<file path="src/rtl/cerr_consts.svh">
// constants for the cable echo result register bank
`ifndef CERR_CONSTS_SVH
`define CERR_CONSTS_SVH

// bus geometry
`define CERR_ADDR_W               12
`define CERR_IDX_W                10
`define CERR_DATA_W               32
`define CERR_BE_W                 4

// echo geometry
`define CERR_PAIRS                4
`define CERR_PEAKS                5
`define CERR_ECHOES               20
`define CERR_WORDS                10
`define CERR_POS_W                8
`define CERR_STR_W                7

// register indices, byte address is four times the index
`define CERR_IDX_ECHO_POSITION_PAIR_1  10'h190
`define CERR_IDX_ECHO_POSITION_PAIR_2  10'h191
`define CERR_IDX_ECHO_POSITION_PAIR_3  10'h192
`define CERR_IDX_ECHO_POSITION_PAIR_4  10'h193
`define CERR_IDX_ECHO_POSITION_PAIR_5  10'h194
`define CERR_IDX_ECHO_POSITION_PAIR_6  10'h195
`define CERR_IDX_ECHO_POSITION_PAIR_7  10'h196
`define CERR_IDX_ECHO_POSITION_PAIR_8  10'h197
`define CERR_IDX_ECHO_POSITION_PAIR_9  10'h198
`define CERR_IDX_ECHO_POSITION_PAIR_10 10'h199
`define CERR_IDX_ECHO_STRENGTH_PAIR_1  10'h19A
`define CERR_IDX_ECHO_STRENGTH_PAIR_2  10'h19B
`define CERR_IDX_ECHO_STRENGTH_LAST    10'h1A3
`define CERR_IDX_CTRL                  10'h1A8
`define CERR_IDX_STATUS                10'h1A9

// field positions
`define CERR_CTRL_FREEZE_BIT      0
`define CERR_STAT_VALID_BIT       0
`define CERR_STAT_MISSED_BIT      1

// reset values
`define CERR_POS_RESET            8'h00
`define CERR_STR_RESET            7'h00
`define CERR_COUNT_RESET          8'h00

// avalon response codes
`define CERR_RESP_OKAY            2'h0
`define CERR_RESP_SLVERR          2'h2

`endif

</file>
<file path="src/rtl/cerr_pkg.sv">
// types shared by the cable echo result register bank
package cerr_pkg;

`include "cerr_consts.svh"

   typedef enum logic [1:0] {
      CERR_IDLE = 2'h0,
      CERR_ACK  = 2'h1
   } cerr_state_e;

   typedef logic [`CERR_POS_W-1:0] cerr_pos_t;
   typedef logic [`CERR_STR_W-1:0] cerr_str_t;

   // entry index is pair * 5 + peak, pair a = 0, first peak = 0
   typedef struct packed {
      cerr_pos_t [`CERR_ECHOES-1:0] position;
      cerr_str_t [`CERR_ECHOES-1:0] strength;
   } cerr_result_s;

   typedef struct packed {
      logic freeze;
   } cerr_ctrl_s;

   typedef struct packed {
      logic [7:0] count;
      logic       busy;
      logic       missed;
      logic       valid;
   } cerr_status_s;

endpackage

</file>
<file path="src/rtl/cerr_regs.sv">
// cable echo result registers behind an avalon-mm slave
//
// Implementation choice: the Avalon-MM register port.

`include "cerr_consts.svh"

module cerr_regs
   import cerr_pkg::*;
(
   // clock and reset
   input  wire logic                    clk,
   input  wire logic                    reset,
   // avalon-mm slave
   input  wire logic [`CERR_ADDR_W-1:0] avs_address,
   input  wire logic                    avs_read,
   input  wire logic                    avs_write,
   input  wire logic [`CERR_DATA_W-1:0] avs_writedata,
   input  wire logic [`CERR_BE_W-1:0]   avs_byteenable,
   output      logic [`CERR_DATA_W-1:0] avs_readdata,
   output      logic                    avs_waitrequest,
   output      logic [1:0]              avs_response,
   // measurement engine
   input  wire logic                    meas_done,
   input  wire logic                    meas_busy,
   input  wire cerr_result_s            meas_result,
   // status to the rest of the device
   output      logic                    result_valid
);

   cerr_state_e                state_reg;
   cerr_state_e                state_next;
   logic                       wait_reg;
   logic                       wait_next;
   logic [`CERR_DATA_W-1:0]    rdata_reg;
   logic [`CERR_DATA_W-1:0]    rdata_next;
   logic [1:0]                 resp_reg;
   logic [1:0]                 resp_next;

   cerr_ctrl_s                 ctrl_reg;
   cerr_ctrl_s                 ctrl_next;
   cerr_status_s               stat_reg;
   cerr_status_s               stat_next;
   cerr_result_s               res_reg;
   cerr_result_s               res_next;

   logic [`CERR_IDX_W-1:0]     idx;
   logic [`CERR_IDX_W-1:0]     pos_off;
   logic [`CERR_IDX_W-1:0]     str_off;
   logic                       aligned;
   logic                       hit_pos;
   logic                       hit_str;
   logic                       hit_ctrl;
   logic                       hit_stat;
   logic                       mapped;
   logic                       wr_take;
   logic                       capture;
   logic [`CERR_DATA_W-1:0]    rd_word;
   logic [15:0]                pos_word [`CERR_WORDS];
   logic [15:0]                str_word [`CERR_WORDS];

   // ------------------------------------------------------------------
   // address decode
   // ------------------------------------------------------------------
   assign idx     = avs_address[`CERR_ADDR_W-1:2];
   assign aligned = (avs_address[1:0] == 2'h0);
   assign pos_off = idx - `CERR_IDX_ECHO_POSITION_PAIR_1;
   assign str_off = idx - `CERR_IDX_ECHO_STRENGTH_PAIR_1;

   // positions run contiguously from pair a, strengths likewise
   assign hit_pos  = aligned
                   && (idx >= `CERR_IDX_ECHO_POSITION_PAIR_1)
                   && (idx <= `CERR_IDX_ECHO_POSITION_PAIR_10);
   assign hit_str  = aligned
                   && (idx >= `CERR_IDX_ECHO_STRENGTH_PAIR_1)
                   && (idx <= `CERR_IDX_ECHO_STRENGTH_LAST);
   assign hit_ctrl = aligned && (idx == `CERR_IDX_CTRL);
   assign hit_stat = aligned && (idx == `CERR_IDX_STATUS);
   assign mapped   = hit_pos || hit_str || hit_ctrl || hit_stat;

   // ------------------------------------------------------------------
   // packing of echo entries into 16-bit words
   // ------------------------------------------------------------------
   // word k holds entries 2k (low) and 2k+1 (high); since entry order is
   // pair-major this lands a5/b1 at 0x192 and c5/d1 at 0x197
   generate
      for (genvar k = 0; k < `CERR_WORDS; k++) begin : g_word
         assign pos_word[k] = {res_reg.position[2*k+1],
                               res_reg.position[2*k]};
         assign str_word[k] = {1'b0, res_reg.strength[2*k+1],
                               1'b0, res_reg.strength[2*k]};
      end
   endgenerate

   // ------------------------------------------------------------------
   // read mux
   // ------------------------------------------------------------------
   // narrow registers sit in the low half; upper bits read as zero
   always_comb begin
      rd_word = 32'h0000_0000;
      if (hit_pos) begin
         rd_word = {16'h0000, pos_word[pos_off[3:0]]};
      end else if (hit_str) begin
         rd_word = {16'h0000, str_word[str_off[3:0]]};
      end else if (hit_ctrl) begin
         rd_word = {31'h0000_0000, ctrl_reg.freeze};
      end else if (hit_stat) begin
         rd_word = {16'h0000, stat_reg.count, 5'h00,
                    stat_reg.busy, stat_reg.missed, stat_reg.valid};
      end
   end

   // ------------------------------------------------------------------
   // bus handshake: one wait cycle, then a single-cycle acknowledge
   // ------------------------------------------------------------------
   // read data is sampled on entry to ack so a capture on that same
   // edge cannot tear a word; reads touch no state
   always_comb begin
      state_next = state_reg;
      wait_next  = wait_reg;
      rdata_next = rdata_reg;
      resp_next  = resp_reg;
      case (state_reg)
         CERR_IDLE: begin
            if (avs_read || avs_write) begin
               state_next = CERR_ACK;
               wait_next  = 1'b0;
               rdata_next = avs_read ? rd_word : 32'h0000_0000;
               resp_next  = mapped ? `CERR_RESP_OKAY : `CERR_RESP_SLVERR;
            end
         end
         CERR_ACK: begin
            state_next = CERR_IDLE;
            wait_next  = 1'b1;
         end
         default: begin
            state_next = CERR_IDLE;
            wait_next  = 1'b1;
         end
      endcase
   end

   always_ff @(posedge clk) begin
      if (reset) begin
         state_reg <= CERR_IDLE;
         wait_reg  <= 1'b1;
         rdata_reg <= 32'h0000_0000;
         resp_reg  <= `CERR_RESP_OKAY;
      end else begin
         state_reg <= state_next;
         wait_reg  <= wait_next;
         rdata_reg <= rdata_next;
         resp_reg  <= resp_next;
      end
   end

   // a write lands only on the edge where waitrequest is seen low
   assign wr_take = (state_reg == CERR_ACK) && avs_write;

   // ------------------------------------------------------------------
   // control: freeze holds the last results while software reads them
   // ------------------------------------------------------------------
   always_comb begin
      ctrl_next = ctrl_reg;
      if (wr_take && hit_ctrl && avs_byteenable[0]) begin
         ctrl_next.freeze = avs_writedata[`CERR_CTRL_FREEZE_BIT];
      end
   end

   always_ff @(posedge clk) begin
      if (reset) begin
         ctrl_reg <= '0;
      end else begin
         ctrl_reg <= ctrl_next;
      end
   end

   // ------------------------------------------------------------------
   // result store
   // ------------------------------------------------------------------
   // writes to result words are accepted and dropped: no path from the
   // bus reaches res_next
   assign capture = meas_done && !ctrl_reg.freeze;

   always_comb begin
      res_next = res_reg;
      if (capture) begin
         res_next = meas_result;
      end
   end

   always_ff @(posedge clk) begin
      if (reset) begin
         for (int e = 0; e < `CERR_ECHOES; e++) begin
            res_reg.position[e] <= `CERR_POS_RESET;
            res_reg.strength[e] <= `CERR_STR_RESET;
         end
      end else begin
         res_reg <= res_next;
      end
   end

   // ------------------------------------------------------------------
   // status
   // ------------------------------------------------------------------
   // missed flags a completion dropped by freeze; write one clears it,
   // but a new drop in the same cycle wins
   always_comb begin
      stat_next      = stat_reg;
      stat_next.busy = meas_busy;
      if (wr_take && hit_stat && avs_byteenable[0]
          && avs_writedata[`CERR_STAT_MISSED_BIT]) begin
         stat_next.missed = 1'b0;
      end
      if (meas_done && ctrl_reg.freeze) begin
         stat_next.missed = 1'b1;
      end
      if (capture) begin
         stat_next.valid = 1'b1;
         stat_next.count = stat_reg.count + 8'h01;
      end
   end

   always_ff @(posedge clk) begin
      if (reset) begin
         stat_reg       <= '0;
         stat_reg.count <= `CERR_COUNT_RESET;
      end else begin
         stat_reg <= stat_next;
      end
   end

   // ------------------------------------------------------------------
   // outputs, all straight from flip-flops
   // ------------------------------------------------------------------
   assign avs_readdata    = rdata_reg;
   assign avs_waitrequest = wait_reg;
   assign avs_response    = resp_reg;
   assign result_valid    = stat_reg.valid;

endmodule

</file>
<file path="config.mk">
export PLATFORM = sky130hd
export DESIGN_NAME = cerr_regs
export DESIGN_NICKNAME = d
export VERILOG_FILES = /design/src/rtl/cerr_pkg.sv /design/src/rtl/cerr_regs.sv
export VERILOG_INCLUDE_DIRS = /design/src /design/src/rtl
export SDC_FILE = /design/constraint.sdc
export NUM_CORES = 1
export LEC_CHECK = 0
export ABC_CLOCK_PERIOD_IN_PS = 3100
export BUFFER_PORTS_ARGS = -buffer_cell sky130_fd_sc_hd__buf_2
export CORE_ASPECT_RATIO = 0.7
export CORE_MARGIN = 2
export CORE_UTILIZATION = 40
export CTS_CLUSTER_DIAMETER = 150
export CTS_CLUSTER_SIZE = 30
export DETAILED_ROUTE_END_ITERATION = 8
export HOLD_SLACK_MARGIN = 0.1
export PLACE_DENSITY = 0.67
export SLEW_MARGIN = 5
export SYNTH_ARGS = -nofsm -noshare
export SYNTH_HDL_FRONTEND = slang
export SYNTH_SLANG_ARGS = --single-unit
</file>
<file path="constraint.sdc">
create_clock -name clk -period 3.1 [get_ports clk]
set_input_delay 0.62 -clock clk [delete_from_list [all_inputs] [get_ports clk]]
set_output_delay 0.62 -clock clk [all_outputs]
set_load 0.03 [all_outputs]
</file>
==> results of run 1 <==
## worst max path at each step
| stage | end | slack (ns) | startpoint |
|---|---|---|---|
| 6_report | avs_readdata[13] | 0.88 | avs_address[11] |
| 5_1_grt | avs_readdata[13] | 0.77 | avs_address[11] |
| 3_3_place_gp | avs_readdata[9] | 0.34 | avs_address[3] |
| 2_1_floorplan | avs_readdata[6] | 0.03 | avs_address[3] |
| 4_1_cts | avs_readdata[9] | 0.90 | avs_address[3] |
| 3_5_place_dp | avs_readdata[9] | 0.32 | avs_address[3] |
## metrics by stage
step           util (%)  total power, uW
2_1_floorplan         -             5365
3_3_place_gp      46.69             5838
3_5_place_dp      46.69             5863
4_1_cts           47.89             8184
5_1_grt           47.89             8458
6_report          47.92             8119
## power groups by stage
stage	registers [uW]	clock network [uW]	logic (uW)
after detailed placement	4690	0	1180
after CTS	4590	2410	1180
after global placement	4680	0	1160
after global routing	4620	2550	1290
after floorplan	4650	0	715
final	4590	2350	1180
## cells in the final DEF, fill, tap and decap left out, types with 6 or more instances in the layout
master | synthesis | layout
nand3_1 | 9 | 9
o211ai_1 | 7 | 7
o31ai_1 | 6 | 6
mux2i_1 | 46 | 46
clkbuf_16 | 0 | 15
buf_12 | 0 | 8
a21oi_1 | 316 | 316
o22a_1 | 7 | 7
a221oi_1 | 10 | 10
mux4_2 | 56 | 56
buf_2 | 20 | 336
nor3_1 | 11 | 11
dfxtp_1 | 331 | 331
conb_1 | 1 | 17
nand2_1 | 627 | 627
nor2_1 | 32 | 32
buf_4 | 21 | 24
nor2b_1 | 9 | 7
o21ai_0 | 9 | 9
## final cells by class
class                           count  area [um2]
Tap cell                          472       590.6
Inverter                            4       15.01
Antenna cell                        4       10.01
Timing Repair Buffer              369        2037
Clock inverter                      2       38.79
Fill cell                        3511       18160
Clock buffer                       16       379.1
Multi-Input combinational cell   1244        7015
Sequential cell                   331        6626
## critical path, delay by kind of cell
family,cells,cell delay [ns]
compound gates,3,0.87
buf+inv,2,0.44
simple gates,2,0.72
## synthesized netlist by cell type (3+ instances only)
cell type | n | area (um2)
a2111oi_0 | 5 | 43.79
a211oi_1 | 5 | 37.54
a21o_1 | 4 | 30.03
a21oi_1 | 316 | 1582
a221oi_1 | 10 | 87.58
a22o_1 | 4 | 35.03
a22oi_1 | 4 | 30.03
a2bb2oi_1 | 4 | 35.03
a31oi_1 | 3 | 18.77
and3_1 | 3 | 18.77
buf_1 | 3 | 11.26
buf_2 | 20 | 100.1
buf_4 | 21 | 157.7
clkbuf_1 | 109 | 409.1
dfxtp_1 | 331 | 6626
ha_1 | 3 | 37.54
inv_1 | 4 | 15.01
mux2_2 | 5 | 56.30
mux2i_1 | 46 | 460.4
mux4_2 | 56 | 1261
nand2_1 | 627 | 2354
nand2b_1 | 6 | 37.54
nand3_1 | 9 | 45.04
nor2_1 | 32 | 120.1
nor2b_1 | 9 | 56.30
nor3_1 | 11 | 55.05
nor3b_1 | 3 | 22.52
o211ai_1 | 7 | 52.55
o21a_1 | 3 | 22.52
o21ai_0 | 9 | 45.04
o22a_1 | 7 | 61.31
o31ai_1 | 6 | 45.04
xnor2_1 | 3 | 26.28
xor2_1 | 5 | 43.79
## layer usage
layer / up-vias / share of wire [%]
li1: 6257 / -
met3: 45 / 7.5
met2: 411 / 42
met1: 6248 / 49
met5: - / 0.087
met4: 6 / 1.7
## kinds of logic (layout without fill, tap and decap cells)
logic type               count (synthesis)  in the layout  share of synthesized area, %
AND/OR/NAND/NOR                        713            713                         19.76
AO/OA/AOI/OAI                          396            396                         15.51
flip-flops                             331            331                         46.46
buffers and inverters                  159            391                         5.018
multiplexers                           107            107                         12.47
XOR/XNOR                                 8              8                        0.4913
adder cells (fa/ha/maj)                  3              3                        0.2632
other                                    1             21                       0.02630
==> impl_results.md, run 1 <==
- Reg clk slew, reported paths: 0.12 ns
- GR Layer Usage met3: 4.512%
- Worst clock skew: 0.02730 ns
- Mean Syn Cell Area: 8.301 um2
- Clock network fraction of total power: 28.9%
- Die height: 162.0 um
- Peak VDD IR: 0.3521 mV
- Gpl congestion: 0.8755
- Depth of the worst register-to-register path: 5
- H-Tree Depth: 1
- PostCTS Resize Cnt: 0
- WL final: 46230 um
- Status: complete, no violations
- Nets: 2322
- Die area: 0.03720 mm2
- Vias per std cell: 5.310
- DRC viols: 0
- CP max stage delay: 0.54 ns
- First-pass GRT wire length: 69380 um
- Comb pwr share: 14.5%
- Max-capacitance violation count: 0
- # Post-CTS Setup Buffers: 0
- IO buf count: 339
- TritonRoute pass-1 iters: 5
- Core outline area: 0.03487 mm2
- Nature of the critical path startpoint: input port
- Synth-to-layout area growth: 17.19%
- Vias in the first global route: 12150
- Routed Antenna Nets: 0
- Min-Delay Path Class: in -> reg
- Pre-CTS WS: 0.3229 ns
- Max transition margin: 31.15%
- Worst reg2reg path startpoint: state_reg[0]
- Maximum clock frequency: 0.4495 GHz
- Switching fraction of total power: 27.62%
- Hold_buf cts: 0
- CTS tree: yes
- Largest net degree at the start of global routing: 200
- Mapped Cells: 1718
- Final Critical Period: 2.225 ns
- Buffer levels on the longest clock path: 3
- Cts bufs inserted: 15
- Cell Area, Synth: 0.01426 mm2
- Initial DRC count: 1132
- CP cell instances: buf_2, or3_1, a2111oi_4, buf_4, nor2_1, a221oi_1, a2bb2oi_1
- Max Transition Viols Final: 0
- DP Cell Count: 2420
- RSZ-0062 raised after global routing: false
- Vias: 12970
- Max FFs per register: 160
- Setup crit end kind: register
- Die width: 229.7 um
- Initial antenna violation count: 8
- Finished Layout Cells: 2442
- Wirelength per Cell: 18.93 um
- Root Buffer: clkbuf_16
- Ys flop type: dfxtp_1
- Slew @ Worst Pin: 1.033 ns
- R2r endpoint: avs_readdata[4]
- Sequential power share: 56.6%
- Final Cycle Share: 71.77%
- Seq cells post-synth: 331
- Initial Utilization: 40.89%
- Setup slack, reg-to-reg: 1.22 ns
- Post-DP HPWL: 33890 um
- Final WS setup: 0.8752 ns
- WHS Path Cells: 3
- Clk Latency, worst-skew pair: 0.54 ns
- Number of synthesized flops with an enable pin: 0
- Static Leak: 0.006958 uW
- Seq/Total Area, Yosys: 46.46%
- Fin. Hold Viols: 0
- Rows: 57
- Remaining Overflow, GRT: 0
- Critical Path RT: 3.52 ns
- Hold Path Sink: pos_word[49]
- Sw Pwr: 2243 uW
- Ys async rst share: 0%
- Yosys warning count: 0
- Share of cells above drive strength 1: 23.25%
- Gr usage total: 23.96%
- Clock sinks: 331
- Critical path type: in -> reg
- Internal power: 5876 uW
- # setup viols final: 0
- Min-delay src: meas_result[237]
- Synth cell types: 57
- CP max stage cell: or3_1
- Design area: 0.01671 mm2
- Total I/O pin count: 390
- Critical-path maximum fanout: 16
- P per Cell Area: 485.8 mW/mm2
- Setup TNS: 0 ns
- Min Hold Slack: 0.2998 ns
- GRT Max-Usage Layer: met1
- Met1 Usage GRT: 36.84%
- Met2 Track Usage GR: 35.05%
- Crit path DAT: 2.64 ns
- Cell Area, Placed: 0.01628 mm2
Power figures use the tool's default switching activity.
==> run 2: changes to the inputs <==
Settings changed: ABC_CLOCK_PERIOD_IN_PS 3100 to 2200, PLACE_DENSITY 0.67 to 0.65.
Clock period 3.1 ns to 2.2 ns, I/O delays scaled along.
==> run 2 against run 1 <==
Effect of this change:
- setup slack worse by 0.56 ns
- critical path depth up 1
- sequential cell count unchanged
- via count is 0.65% higher
- core utilization is 1.3 points higher
- first-iteration DRC count up 4.1%
- clock-buffer cell count did not move
- clock skew up 0.015 ns
- worst hold slack worse by 0.19 ns
- final cell count is 1.5% higher
- register-to-register slack worse by 0.83 ns
- critical path type unchanged
- critical endpoint is now avs_readdata[0]
- highest routed layer unchanged
==> impl_results.md, run 2 (synthesized netlist as in run 1, its figures left out) <==
- Status: complete, no violations
- First-pass GRT wire length: 70570 um
- Rows: 57
- Final Critical Period: 1.888 ns
- Maximum clock frequency: 0.5298 GHz
- Slew @ Worst Pin: 0.8685 ns
- # Post-CTS Setup Buffers: 0
- Crit path DAT: 2.31 ns
- Routed Antenna Nets: 0
- Peak VDD IR: 0.5705 mV
- Critical-path maximum fanout: 18
- Min-Delay Path Class: in -> reg
- Nature of the critical path startpoint: input port
- Total I/O pin count: 390
- Critical path type: in -> reg
- Worst reg2reg path startpoint: state_reg[0]
- Largest net degree at the start of global routing: 189
- RSZ-0062 raised after global routing: false
- Max-capacitance violation count: 0
- Gr usage total: 24.42%
- Wirelength per Cell: 18.91 um
- Internal power: 8351 uW
- Synth-to-layout area growth: 20.29%
- CTS tree: yes
- Setup TNS: 0 ns
- Post-DP HPWL: 35480 um
- Clock network fraction of total power: 28.4%
- Sequential power share: 56.4%
- H-Tree Depth: 1
- Met2 Track Usage GR: 35.62%
- Reg clk slew, reported paths: 0.12 ns
- Gpl congestion: 0.9083
- Clk Latency, worst-skew pair: 0.53 ns
- Initial antenna violation count: 4
- Pre-CTS WS: -0.2191 ns
- Worst clock skew: 0.04183 ns
- Static Leak: 0.007198 uW
- Core outline area: 0.03487 mm2
- DRC viols: 0
- Setup slack, reg-to-reg: 0.39 ns
- # setup viols final: 0
- GRT Max-Usage Layer: met1
- PostCTS Resize Cnt: 0
- Fin util: 49.19%
- P per Cell Area: 669.9 mW/mm2
- Final Cycle Share: 85.80%
- FF+latch area: 0.006626 mm2
- Most common cell after layout, fill and taps aside: nand2_1
- Initial DRC count: 1178
- Switching fraction of total power: 27.34%
- Nets: 2362
- Min-delay src: meas_busy
- TritonRoute pass-1 iters: 5
- Die width: 229.7 um
- Die height: 162.0 um
- Root Buffer: clkbuf_16
- Remaining Overflow, GRT: 0
- Hold_buf cts: 0
- IO buf count: 339
- Die area: 0.03720 mm2
- Max Transition Viols Final: 0
- Fin. Hold Viols: 0
- Sw Pwr: 3142 uW
- Comb pwr share: 15.2%
- Met1 Usage GRT: 37.23%
- Vias in the first global route: 12290
- Max FFs per register: 160
- Setup crit end kind: register
- Vias: 13050
- Most frequent cells in the layout: 627 x nand2_1, 336 x buf_2, 331 x dfxtp_1
- Hold Path Sink: stat_reg[2]
- WL final: 46890 um
- Depth of the worst register-to-register path: 6
- Max transition margin: 42.09%
- Vias per std cell: 5.265
- R2r endpoint: avs_readdata[1]
- Clock sinks: 331
- Initial Utilization: 40.89%
- Final WS setup: 0.3125 ns
- WHS Path Cells: 2
- GR Layer Usage met3: 5.197%
- Multi-input logic area: 0.007063 mm2
- Fill cell count: 3405
- Critical Path RT: 2.63 ns
- Share of cells above drive strength 1: 25.12%
- CP max stage delay: 0.70 ns
- CP cell instances: buf_2, inv_1, ha_1, nand2b_1, a211oi_1, o21ai_2, nor3_1, o311a_1
- CP max stage cell: o21ai_2
- Cts bufs inserted: 15
- Buffer levels on the longest clock path: 3
[run 2: changes by cell type in the layout (fill, tap and decap cells not counted), sizes merged]
cell / delta
diode: -3
buf: +40
[run 2: worst max-delay path by stage]
stage	start	to	slack [ns]	depth (start not counted)
floorplan	avs_address[3]	avs_readdata[11]	-0.11	12
detailed placement	avs_address[4]	avs_readdata[0]	-0.22	8
CTS	avs_address[4]	avs_readdata[0]	0.32	8
global placement	avs_address[4]	avs_readdata[0]	-0.17	8
global route	avs_address[4]	avs_readdata[0]	0.21	8
finish	avs_address[4]	avs_readdata[0]	0.31	8
[run 2: critical path: cells and delay by family]
family                   cells  cell delay [ns]
AO/OA/AOI/OAI                3             1.14
buffers and inverters        2             0.25
AND/OR/NAND/NOR              2             0.25
adder cells (fa/ha/maj)      1             0.22
[run 2: cell type report]
type / instances / share of cell area [%]
Antenna cell: 1 / 0.01459
Clock buffer: 16 / 2.210
Clock inverter: 2 / 0.2261
Inverter: 4 / 0.1021
Multi-Input combinational cell: 1244 / 41.17
Sequential cell: 331 / 38.63
Tap cell: 472 / 3.442
Timing Repair Buffer: 409 / 14.21
[run 2: per-layer routing]
layer | vias up | share of wire, %
li1 | 6340 | -
met4 | 6 | 1.7
met1 | 6275 | 49
met3 | 42 | 7.5
met2 | 388 | 42
met5 | - | 0.075
[run 2: per-stage QoR]
step / std cells / hold slack, ns / instance area, um2 / total power (uW)
detailed placement: 2460 / 0.4442 / 16730 / 8361
finish: 2479 / 0.1079 / 17160 / 11490
CTS: 2478 / 0.1031 / 17150 / 11590
global route: 2478 / 0.1093 / 17150 / 11970
floorplan: 1734 / 0.4329 / 14440 / 7591
global placement: 2460 / 0.4398 / 16730 / 8326
[run 2: power groups by stage]
stage / combinational, uW / clock, uW / sequential, uW
after global routing: 1910 / 3550 / 6510
after floorplan: 1040 / 0 / 6550
final: 1750 / 3260 / 6480
after global placement: 1730 / 0 / 6600
after detailed placement: 1750 / 0 / 6610
after CTS: 1760 / 3360 / 6470
==> run 3: changes to the inputs <==
Settings changed: ABC_CLOCK_PERIOD_IN_PS 2200 to 2400.
Clock period 2.2 ns to 2.4 ns, I/O delays scaled along.
==> run 3 against run 2 <==
Effect of this change:
- power is 8.6% lower
- via count fell by 0.95%
- first-iteration DRC count down 2.5%
- non-clock buffer count down 14
- global-route usage is 0.091 points lower
- die area unchanged
- sequential power decreased by 8.5%
==> impl_results.md, run 3 (synthesized netlist as in run 1, its figures left out) <==
- Status: complete, no violations
- Rows: 57
- Setup crit end kind: register
- Reg clk slew, reported paths: 0.12 ns
- Die area: 0.03720 mm2
- Die height: 162.0 um
- Buffer levels on the longest clock path: 3
- Max-capacitance violation count: 0
- Gr usage total: 24.33%
- Total I/O pin count: 390
- Static Leak: 0.007107 uW
- PostCTS Resize Cnt: 0
- Max Transition Viols Final: 0
- Crit path DAT: 2.45 ns
- Critical Path RT: 2.83 ns
- DRC viols: 0
- Fill cell count: 3460
- Setup slack, reg-to-reg: 0.53 ns
- Wirelength per Cell: 18.79 um
- Remaining Overflow, GRT: 0
- # setup viols final: 0
- Fin util: 48.71%
- IO buf count: 339
- First-pass GRT wire length: 70480 um
- Final WS setup: 0.3743 ns
- H-Tree Depth: 1
- Critical path type: in -> reg
- Post-DP HPWL: 34710 um
- P per Cell Area: 618.1 mW/mm2
- Cts bufs inserted: 15
- Initial antenna violation count: 2
- # Post-CTS Setup Buffers: 0
- Die width: 229.7 um
- Clock sinks: 331
- Root Buffer: clkbuf_16
- Fin. Hold Viols: 0
- Maximum clock frequency: 0.4937 GHz
- Nature of the critical path startpoint: input port
- Slew @ Worst Pin: 0.8753 ns
- Gpl congestion: 0.8995
- TritonRoute pass-1 iters: 5
- Clk Latency, worst-skew pair: 0.53 ns
- Routed Antenna Nets: 0
- RSZ-0062 raised after global routing: false
- WL final: 46300 um
- Largest net degree at the start of global routing: 185
- Hold_buf cts: 0
- Core outline area: 0.03487 mm2
- Initial Utilization: 40.89%
- Nets: 2348
- Pre-CTS WS: -0.1599 ns
- Vias: 12930
- Vias in the first global route: 12380
- Critical-path maximum fanout: 18
- Initial DRC count: 1148
- Max FFs per register: 160
- Final Critical Period: 2.026 ns
- Worst clock skew: 0.04318 ns
- Most common cell after layout, fill and taps aside: nand2_1
- Max transition margin: 41.65%
- Peak VDD IR: 0.5149 mV
- Most frequent cells in the layout: 627 x nand2_1, 336 x buf_2, 331 x dfxtp_1
- Vias per std cell: 5.246
- Synth-to-layout area growth: 19.11%
- Final Cycle Share: 84.40%
- Min-Delay Path Class: in -> reg
- CTS tree: yes
- Share of cells above drive strength 1: 24.31%
## run 3: power breakdown
group	total, uW	internal [uW]	switching [uW]	leakage, uW
logic	1570	676	899	0.00418
registers	5930	5780	154	0.00273
clock network	2990	1170	1820	0.000197
## run 3: final cells by class
type	count	area, um2	area share [%]
inverter	4	15.01	0.08839
tap	472	590.6	3.477
antenna	1	2.502	0.01473
clock inverter	1	30.03	0.1768
multi-input combinational	1244	7036	41.42
sequential	331	6626	39.01
clock buffer	16	379.1	2.232
timing repair buffer	395	2307	13.58
## run 3: stage by stage
step	cell area, um2	instances	power [uW]	hold WS [ns]	setup TNS, ns
after global routing	16990	2464	10930	0.1534	0
after detailed placement	16570	2446	7623	0.4431	-0.3039
after global placement	16570	2446	7591	0.4387	-0.1763
final	16990	2464	10500	0.1501	0
after floorplan	14410	1734	6950	0.4329	0
after CTS	16980	2463	10550	0.1376	0
## run 3: worst max-delay path, stage by stage
cell	delay, ns
buf_2	0.16
inv_1	0.10
buf_4	0.18
ha_1	0.18
nand2b_1	0.06
a211oi_1	0.08
o21ai_2	0.66
nor3_1	0.19
o311a_1	0.36
## run 3: final timing paths
check	from	endpoint	cells past startpoint
worst max-delay path	avs_address[4]	avs_readdata[0]	9
worst max register to register	state_reg[0]	avs_readdata[9]	4
worst min register to register	res_reg[17]	res_reg[17]	2
worst min-delay path	meas_busy	stat_reg[2]	2
## run 3: routing by layer
metal | share of wire [%] | track usage, % | up-vias
met3 | 6.5 | 3.775 | 33
met1 | 47 | 35.03 | 6188
met5 | 0.028 | 0 | -
li1 | - | - | 6302
met4 | 1.0 | 3.099 | 2
met2 | 46 | 39.66 | 402
